## src/dsa_pkg.sv

```systemverilog
/*
 * dsa_pkg: constants shared by the dual sampling converter
 * host port. Assumes a single 125 MHz clock domain.
 */
package dsa_pkg;
	localparam int unsigned CLK_PERIOD_PS   = 8000;
	localparam int unsigned CONV_TIME_NS    = 5200;
	// longest time: round down, never below one cycle
	localparam int unsigned CONV_CYCLES_RAW = (CONV_TIME_NS * 1000) /
		CLK_PERIOD_PS;
	localparam int unsigned CONV_CYCLES     = (CONV_CYCLES_RAW < 1) ? 1 :
		CONV_CYCLES_RAW;
	localparam int unsigned DATA_W          = 14;
	localparam int unsigned FIFO_DEPTH      = 16;
	localparam int unsigned CNT_W           = 12;
	localparam logic        GROUP_A         = 1'b0;
	localparam logic        GROUP_B         = 1'b1;
endpackage : dsa_pkg

```

## src/dsa_fifo.sv

```systemverilog
/*
 * dsa_fifo: synchronous FIFO with valid/ready on both sides.
 * Assumes writer and reader share clk_in; width and depth are parameters.
 */
`timescale 1ns/1ps
`default_nettype none
module dsa_fifo #(
	parameter int unsigned WIDTH = 14,
	parameter int unsigned DEPTH = 16
) (
	input  wire logic             clk_in,
	input  wire logic             resetn_in,
	input  wire logic             ce_in,
	input  wire logic [WIDTH-1:0] wr_data_in,
	input  wire logic             wr_valid_in,
	output logic                  wr_ready_out,
	output logic [WIDTH-1:0]      rd_data_out,
	output logic                  rd_valid_out,
	input  wire logic             rd_ready_in,
	input  wire logic             flush_in
);
	localparam int unsigned AW = (DEPTH > 1) ? $clog2(DEPTH) : 1;
	initial begin
		if (DEPTH < 2 || (1 << AW) != DEPTH || WIDTH < 1)
			$error("dsa_fifo: DEPTH must be a power of two >= 2");
	end

	typedef struct packed {
		logic [AW-1:0] wp;
		logic [AW-1:0] rp;
		logic [AW:0]   cnt;
	} dsa_fifo_st_t;

	dsa_fifo_st_t     s_q, s_d;
	logic [WIDTH-1:0] mem [DEPTH];
	logic             push, pop;

	assign wr_ready_out = (s_q.cnt != (AW+1)'(DEPTH));
	assign rd_valid_out = (s_q.cnt != '0);
	assign rd_data_out  = mem[s_q.rp];
	assign push = ce_in && wr_valid_in && wr_ready_out && !flush_in;
	assign pop  = ce_in && rd_valid_out && rd_ready_in && !flush_in;

	always_comb begin
		s_d = s_q;
		if (push)
			s_d.wp = s_q.wp + 1'b1;
		if (pop)
			s_d.rp = s_q.rp + 1'b1;
		if (push && !pop)
			s_d.cnt = s_q.cnt + 1'b1;
		else if (pop && !push)
			s_d.cnt = s_q.cnt - 1'b1;
		if (ce_in && flush_in)
			s_d = '0;
	end

	always_ff @(posedge clk_in or negedge resetn_in) begin
		if (!resetn_in)
			s_q <= '0;
		else if (ce_in)
			s_q <= s_d;
	end

	// storage has no reset: contents are only read while counted valid
	always_ff @(posedge clk_in) begin
		if (push)
			mem[s_q.wp] <= wr_data_in;
	end
endmodule : dsa_fifo
`default_nettype wire

```

## src/dsa_host_port.sv

```systemverilog
/*
 * dsa_host_port: conversion control and parallel readout of a dual
 * simultaneous-sampling 14-bit converter.
 * Assumes the converter cores and track/holds sit outside; pins from the
 * host are asynchronous; all but auto_power_down_in pass a three-stage synchroniser.
 *
// Summary of operation
// RULE_01 - start strobe holds both channels, starts both
// RULE_02 - busy marks conversion end, results ready
// RULE_03 - group select low picks A, high B
// RULE_04 - first read input 1, second input 2
// RULE_05 - 14-bit bus qualified by chip select, read
// RULE_06 - results ready within 5.2 us of start
// RULE_07 - power down after conversion, wake before next
// RULE_08 - host waits for busy low, selects beforehand
 */
`timescale 1ns/1ps
`default_nettype none
module dsa_host_port
	import dsa_pkg::*;
#(
	parameter int unsigned CONV_CYC = CONV_CYCLES
) (
	input  wire logic              clk_in,
	input  wire logic              resetn_in,
	input  wire logic              ce_in,
	input  wire logic              conversion_start_n_in,
	input  wire logic              channel_group_select_in,
	input  wire logic              cs_n_in,
	input  wire logic              rd_n_in,
	input  wire logic              auto_power_down_in,
	output logic                   track_hold_out,
	output logic                   channel_group_out,
	output logic                   conv_start_out,
	input  wire logic [DATA_W-1:0] core1_result_in,
	input  wire logic [DATA_W-1:0] core2_result_in,
	input  wire logic              core_done_in,
	output logic                   busy_out,
	output logic                   power_down_out,
	output logic [DATA_W-1:0]      data_out,
	output logic                   data_oe_out
);
	// the budget counter needs room for the last count below CONV_CYC
	if (CONV_CYC < 2 || CONV_CYC >= (1 << CNT_W)) begin : g_bad_conv
		$error("dsa_host_port: CONV_CYC out of range");
	end
	// one conversion queues two results back to back
	if (FIFO_DEPTH < 2) begin : g_bad_depth
		$error("dsa_host_port: FIFO_DEPTH below two");
	end
	localparam logic [CNT_W-1:0] LAST_CNT = CNT_W'(CONV_CYC - 2);

	typedef enum logic [2:0] {
		ST_IDLE = 3'h1,
		ST_CONV = 3'h2,
		ST_LOAD = 3'h4
	} dsa_state_t;

	typedef struct packed {
		dsa_state_t          st;
		logic [2:0]          cv_sync;
		logic [2:0]          cs_sync;
		logic [2:0]          rd_sync;
		logic [2:0]          sel_sync;
		logic                cv_lvl;
		logic                sel_lvl;
		logic                rd_act;
		logic [CNT_W-1:0]    cnt;
		logic                grp;
		logic                busy;
		logic                pd;
		logic                start;
		logic                hold;
		logic [DATA_W-1:0]   r2;
		logic [DATA_W-1:0]   dout;
		logic                oe;
	} dsa_st_t;

	dsa_st_t           s_q, s_d;
	logic              cv_n, rd_low, sel_now;
	logic              push, flush, pop;
	logic [DATA_W-1:0] push_data;
	logic              f_ready, f_valid;
	logic [DATA_W-1:0] f_data;

	// a change counts once stages two and three agree
	always_comb begin
		cv_n = s_q.cv_lvl;
		if (s_q.cv_sync[1] == s_q.cv_sync[2]) begin
			cv_n = s_q.cv_sync[2];
		end
		rd_low = s_q.rd_act;
		if (s_q.rd_sync[1] == s_q.rd_sync[2] &&
		    s_q.cs_sync[1] == s_q.cs_sync[2]) begin
			rd_low = !s_q.rd_sync[2] && !s_q.cs_sync[2]; // RULE_05
		end
		// the group level is qualified like the strobes, so a select
		// moving just before a start cannot give a torn value
		sel_now = s_q.sel_lvl;
		if (s_q.sel_sync[1] == s_q.sel_sync[2]) begin
			sel_now = s_q.sel_sync[2];
		end
	end

	// results enter the readout FIFO in read order; a new start drops
	// unread results so reads always pair with the latest conversion
	assign flush = (s_q.st == ST_IDLE) && s_q.cv_lvl && !cv_n;
	assign pop   = rd_low && !s_q.rd_act; // RULE_04

	always_comb begin
		s_d = s_q;
		push = 1'b0;
		push_data = core1_result_in;
		s_d.cv_sync  = {s_q.cv_sync[1:0], conversion_start_n_in};
		s_d.cs_sync  = {s_q.cs_sync[1:0], cs_n_in};
		s_d.rd_sync  = {s_q.rd_sync[1:0], rd_n_in};
		s_d.sel_sync = {s_q.sel_sync[1:0], channel_group_select_in};
		s_d.cv_lvl   = cv_n;
		s_d.sel_lvl  = sel_now;
		s_d.rd_act   = rd_low;
		s_d.start    = 1'b0;
		unique case (s_q.st)
			ST_IDLE: begin
				// wake a cycle ahead of the take so the cores
				// are up for the start; noise only costs power
				if (s_q.cv_lvl && !s_q.cv_sync[1]) begin
					s_d.pd = 1'b0; // RULE_07
				end
				if (flush) begin
					s_d.hold  = 1'b1; // RULE_01
					s_d.start = 1'b1; // RULE_01
					if (sel_now == GROUP_B) begin
						s_d.grp = GROUP_B; // RULE_03
					end else begin
						s_d.grp = GROUP_A; // RULE_03
					end
					s_d.busy  = 1'b1;
					s_d.pd    = 1'b0; // RULE_07
					s_d.cnt   = '0;
					s_d.st    = ST_CONV;
				end
			end
			ST_CONV: begin
				s_d.cnt = s_q.cnt + 1'b1;
				// the cycle budget forces completion if the core is late,
				// so busy never outlasts the conversion time
				if (core_done_in ||
				    s_q.cnt == LAST_CNT) begin // RULE_06
					push      = 1'b1;
					push_data = core1_result_in; // RULE_04
					s_d.r2    = core2_result_in;
					s_d.st    = ST_LOAD;
				end
			end
			ST_LOAD: begin
				// a full FIFO keeps busy up till result two is queued
				if (f_ready) begin
					push      = 1'b1;
					push_data = s_q.r2; // RULE_04
					s_d.busy  = 1'b0; // RULE_02
					s_d.hold  = 1'b0;
					s_d.pd    = auto_power_down_in; // RULE_07
					s_d.st    = ST_IDLE;
				end
			end
			default: begin
				// an upset state code returns to idle
				s_d.st   = ST_IDLE;
				s_d.busy = 1'b0;
				s_d.hold = 1'b0;
				s_d.pd   = 1'b0;
			end
		endcase
		// data output driven from flip-flops, latched at read start;
		// an empty read drives zeros rather than a stale result
		if (pop) begin
			s_d.dout = f_valid ? f_data : '0;
		end
		s_d.oe = rd_low; // RULE_05
	end

	always_ff @(posedge clk_in or negedge resetn_in) begin
		if (!resetn_in) begin
			// synchronisers start at their pins' idle level: no false edge
			s_q         <= '0;
			s_q.st      <= ST_IDLE;
			s_q.cv_sync <= 3'h7;
			s_q.cs_sync <= 3'h7;
			s_q.rd_sync <= 3'h7;
			s_q.cv_lvl  <= 1'b1;
			s_q.sel_sync <= {3{GROUP_A}};
			s_q.sel_lvl <= GROUP_A;
		end else if (ce_in) begin
			s_q <= s_d;
		end
	end

	dsa_fifo #(
		.WIDTH (DATA_W),
		.DEPTH (FIFO_DEPTH)
	) u_fifo (
		.clk_in       (clk_in),
		.resetn_in    (resetn_in),
		.ce_in        (ce_in),
		.wr_data_in   (push_data),
		.wr_valid_in  (push),
		.wr_ready_out (f_ready),
		.rd_data_out  (f_data),
		.rd_valid_out (f_valid),
		.rd_ready_in  (pop),
		.flush_in     (flush)
	);

	// every output is a register bit, so none can glitch
	assign track_hold_out    = s_q.hold;
	assign channel_group_out = s_q.grp;
	assign conv_start_out    = s_q.start;
	assign busy_out          = s_q.busy; // RULE_02
	assign power_down_out    = s_q.pd;
	assign data_out          = s_q.dout;
	assign data_oe_out       = s_q.oe;
endmodule : dsa_host_port
`default_nettype wire

```

## config.mk

```make
export PLATFORM = sky130hd
export DESIGN_NAME = dsa_host_port
export DESIGN_NICKNAME = d
export VERILOG_FILES = /design/src/dsa_pkg.sv /design/src/dsa_fifo.sv /design/src/dsa_host_port.sv
export SDC_FILE = /design/constraint.sdc
export NUM_CORES = 1
export LEC_CHECK = 0
export ABC_AREA = 1
export BUFFER_PORTS_ARGS = -buffer_cell sky130_fd_sc_hd__buf_4
export CORE_UTILIZATION = 55
export DETAILED_ROUTE_END_ITERATION = 16
export GPL_TIMING_DRIVEN = 0
export PLACE_DENSITY = 0.82
export SLEW_MARGIN = 20
export SYNTH_ARGS = -nofsm -noshare
export SYNTH_HDL_FRONTEND = slang
export SYNTH_HIERARCHICAL = 1
export SYNTH_SLANG_ARGS = --single-unit
```

## constraint.sdc

```tcl
create_clock -name clk_in -period 2.85 [get_ports clk_in]
set_input_delay 0.1425 -clock clk_in [delete_from_list [all_inputs] [get_ports clk_in]]
set_output_delay 0.1425 -clock clk_in [all_outputs]
set_load 0.005 [all_outputs]
```

==> out/results.tsv <==
metric	value	unit
WHS Endpoint	u_fifo/mem[7][2]$_DFFE_PP_	
antenna violations before repair	0	
TritonCTS buffer count	29	
combinational power share	35.8	%
status	complete, no violations	
Main synth FF type	edfxtp_1	
total net switching power	5477	uW
met2 usage	53.44	%
Synth Area in Simple Gates	14.57	%
CTS tree	built	
Yosys cell types	39	
clock skew	0.02387	ns
Clock Sink Count	300	
Synth Area in Compound Gates	11.82	%
Peak VDD IR	0.6456	mV
final WL	38090	um
HP Class	in2reg	
# diodes	0	
Worst R2R End	u_fifo/mem[14][9]$_DFFE_PP_	
share of the clock period used by the worst path	96.16	%
Pint	9081	uW
Post-Synth Adder-Cell Area	1.114	%
worst hold start	core1_result_in[2]	
core area	22920	sq um
Iteration-0 DRC Markers	1629	
H-Tree Depth	1	
most common cell in the synthesized netlist	edfxtp_1	
Area contributors post-synth	edfxtp_1 (52%), dfrtp_1 (12%), o21ai_0 (6.1%)	
vias in the first global route	10210	
Crit Path Class	reg2reg	
Post-Layout Cell Count	1693	
Max-Cap Viols	0	
syn avg cell area	10.82	sq um
main combinational cell family by area after synthesis	simple AND/OR/NAND/NOR gates	
FFs w/ async S/R, synth	25.33	%
Crit. End Element	flop	
die area	24300	sq um
Nets	1405	
dpl hpwl	24320	um
Worst Path Max Fanout	11	
Worst Tran Pin Value	0.9535	ns
worst r2r src	u_fifo/s_q[1]$_DFFE_PN0P_	
Post-Place Cells	1596	
Slew Limit Fails	0	
RSZ-0062 raised after global routing	yes	
CTS root buffer	clkbuf_16	
Port Buffer Count	56	
R2R setup slack	0.11	ns
Post-DRT Antenna Nets	0	
DR vias/cell	6.118	
hold slack	0.09745	ns
Worst Reg-to-Reg Cells	13	
Max Freq	364.9	MHz
GPL Wtd Cong	0.8933	
drt pass-1 iters	5	
Clock Latency Late Sink	0.57	ns
area grow syn2layout	20.54	%
Die Y	155.9	um
post-synth top area share	51.65	%
Worst EP arrival	3.00	ns
Sw Share	37.62	%
slew margin rel.	36.43	%
XOR/XNOR Fraction of Synth Area	0.3362	%
GRT Residual Overflow	0	
routing usage on met1	41.09	%
Synth top cells by count	edfxtp_1 (224), nor2_1 (203), nand2_1 (175), o21ai_0 (159), inv_1 (72)	
Fin Setup TNS	0	ns
Vias	10360	
Flop pwr share	37.3	%
largest net degree at the start of global routing	77	
setup violators final	0	
CTS max path bufs	3	
post-route minimum period	2.741	ns
Min-Delay Path Depth	3	
mapped cell area	13020	sq um
first-pass GRT wire length	58030	um
GRT Util Overall	32.17	%
die width	155.9	um
Mapped Nets	1252	
Design Area, Final	15700	sq um
nature of the critical path startpoint	flop	
Final Hold Fails	0	
Pleak	0.006057	uW
YS warnings	6	
gr busiest metal	met2	
Rows	55	
Syn Inst Count	1204	
FF+latch count, synth	300	
EDFF count, synth	224	
clock power share	26.9	%
largest area contributor in the netlist	edfxtp_1	
clock-pin slew on the worst setup and hold paths	0.06	ns
Wirelength per Cell	22.50	um
share of layout cells above drive strength 1	18.70	%
mux cell area share after synthesis	0	%
PwrDens	927.3	nW/um^2
WP data required	3.10	ns
Initial Utilization	56.83	%
met3 usage	7.250	%
Seq/Total Area, Yosys	66.36	%
I/O pins	57	
Fillers	1463	
Cell Area, Placed	14140	sq um
Residual DRC	0	
[layer usage]
metal  wire length [um]  vias to the layer above  part of all wire (%)
met2              18340                      842                    48
met5                  0                        -                     0
met4               1561                        0                   4.1
met3               4910                      142                    13
li1                   -                     4470                     -
met1              13280                     4903                    35
[through the flow]
stage | power, uW | worst slack (ns) | utilization, %
detailed placement | 10160 | -0.6059 | 61.69
CTS | 14170 | 0.003554 | 67.85
floorplan | 8373 | 0.03527 | -
global route | 15110 | -0.05593 | 68.51
global placement | 9917 | -1.713 | 60.38
finish | 14560 | 0.1094 | 68.51
[cell families (layout without fill, tap and decap cells)]
logic type	Yosys count	count (layout)
flip-flops	300	300
AND/OR/NAND/NOR	464	464
adder cells (fa/ha/maj)	11	11
AO/OA/AOI/OAI	272	272
XOR/XNOR	5	5
buffers and inverters	152	328
[worst max-delay path: stages (launching register included)]
cell and delay, ns:
dfrtp_1 0.37, nor2_1 0.08, nand3_2 0.10, inv_1 0.09, nor4_4 0.33, buf_8 0.14
a21o_1 0.09, nand2_1 0.05, inv_1 0.07, nand2_1 0.13, inv_1 0.19, nand2_1 0.28
nor2_4 0.30, buf_8 0.21
[flip-flops by register name, summed over array words and instances, names as in the netlist, 8 cells and up]
name,cells
u_fifo/mem,224
u_fifo/s_q,13
data_out,14
s_q,35
s_d,8
[cells in the final DEF, fill, tap and decap left out, types with 14 or more instances in the layout]
cell	n
clkbuf_16	29
clkbuf_1	29
inv_1	71
o21ai_1	39
nor2_1	191
nand3_1	58
edfxtp_1	224
buf_6	14
dfrtp_1	65
o21ai_0	146
o211ai_1	57
buf_4	108
dlygate4sd3_1	21
nand2_1	172
[power groups by stage]
| stage | registers [uW] | clock network, uW | logic, uW |
|---|---|---|---|
| floorplan | 5390 | 0 | 2980 |
| global placement | 5450 | 0 | 4460 |
| detailed placement | 5470 | 0 | 4690 |
| CTS | 5400 | 3910 | 4860 |
| global route | 5450 | 4080 | 5580 |
| finish | 5430 | 3910 | 5220 |
[worst max path at each step]
stage / to / slack (ns) / startpoint
finish: u_fifo/mem[14][9]$_DFFE_PP_ / 0.11 / u_fifo/s_q[1]$_DFFE_PN0P_
detailed placement: u_fifo/mem[3][7]$_DFFE_PP_ / -0.61 / u_fifo/s_q[0]$_DFFE_PN0P_
global route: u_fifo/s_q[4]$_DFFE_PN0P_ / -0.06 / s_q[34]$_DFFE_PN0P_
CTS: u_fifo/mem[15][9]$_DFFE_PP_ / 0.004 / u_fifo/s_q[0]$_DFFE_PN0P_
global placement: u_fifo/mem[12][1]$_DFFE_PP_ / -1.71 / u_fifo/s_q[0]$_DFFE_PN0P_
floorplan: u_fifo/mem[0][0]$_DFFE_PP_ / 0.04 / u_fifo/s_q[0]$_DFFE_PN0P_
[repair_timing]
item                                    in CTS  in global routing
endpoints found under the hold margin       85                  0
endpoints found under the setup margin     225                126
hold buffers                                21                  0
gates cloned                                 0                  0
pin swaps                                    9                  3
buffers inserted                            13                 10
gates resized for setup                     14                 16
[final cells by class]
class / instances / area (sq um) / area share, %
repair buffers: 123 / 1095 / 6.974
clock inverters: 22 / 232.7 / 1.482
clock buffers: 32 / 737.0 / 4.694
well taps: 313 / 391.6 / 2.495
plain buffers: 74 / 470.5 / 2.997
flip-flops and latches: 300 / 8642 / 55.05
inverters: 77 / 297.8 / 1.897
multi-input cells: 752 / 3832 / 24.41
Note: power is estimated with default switching activity, not from simulation.
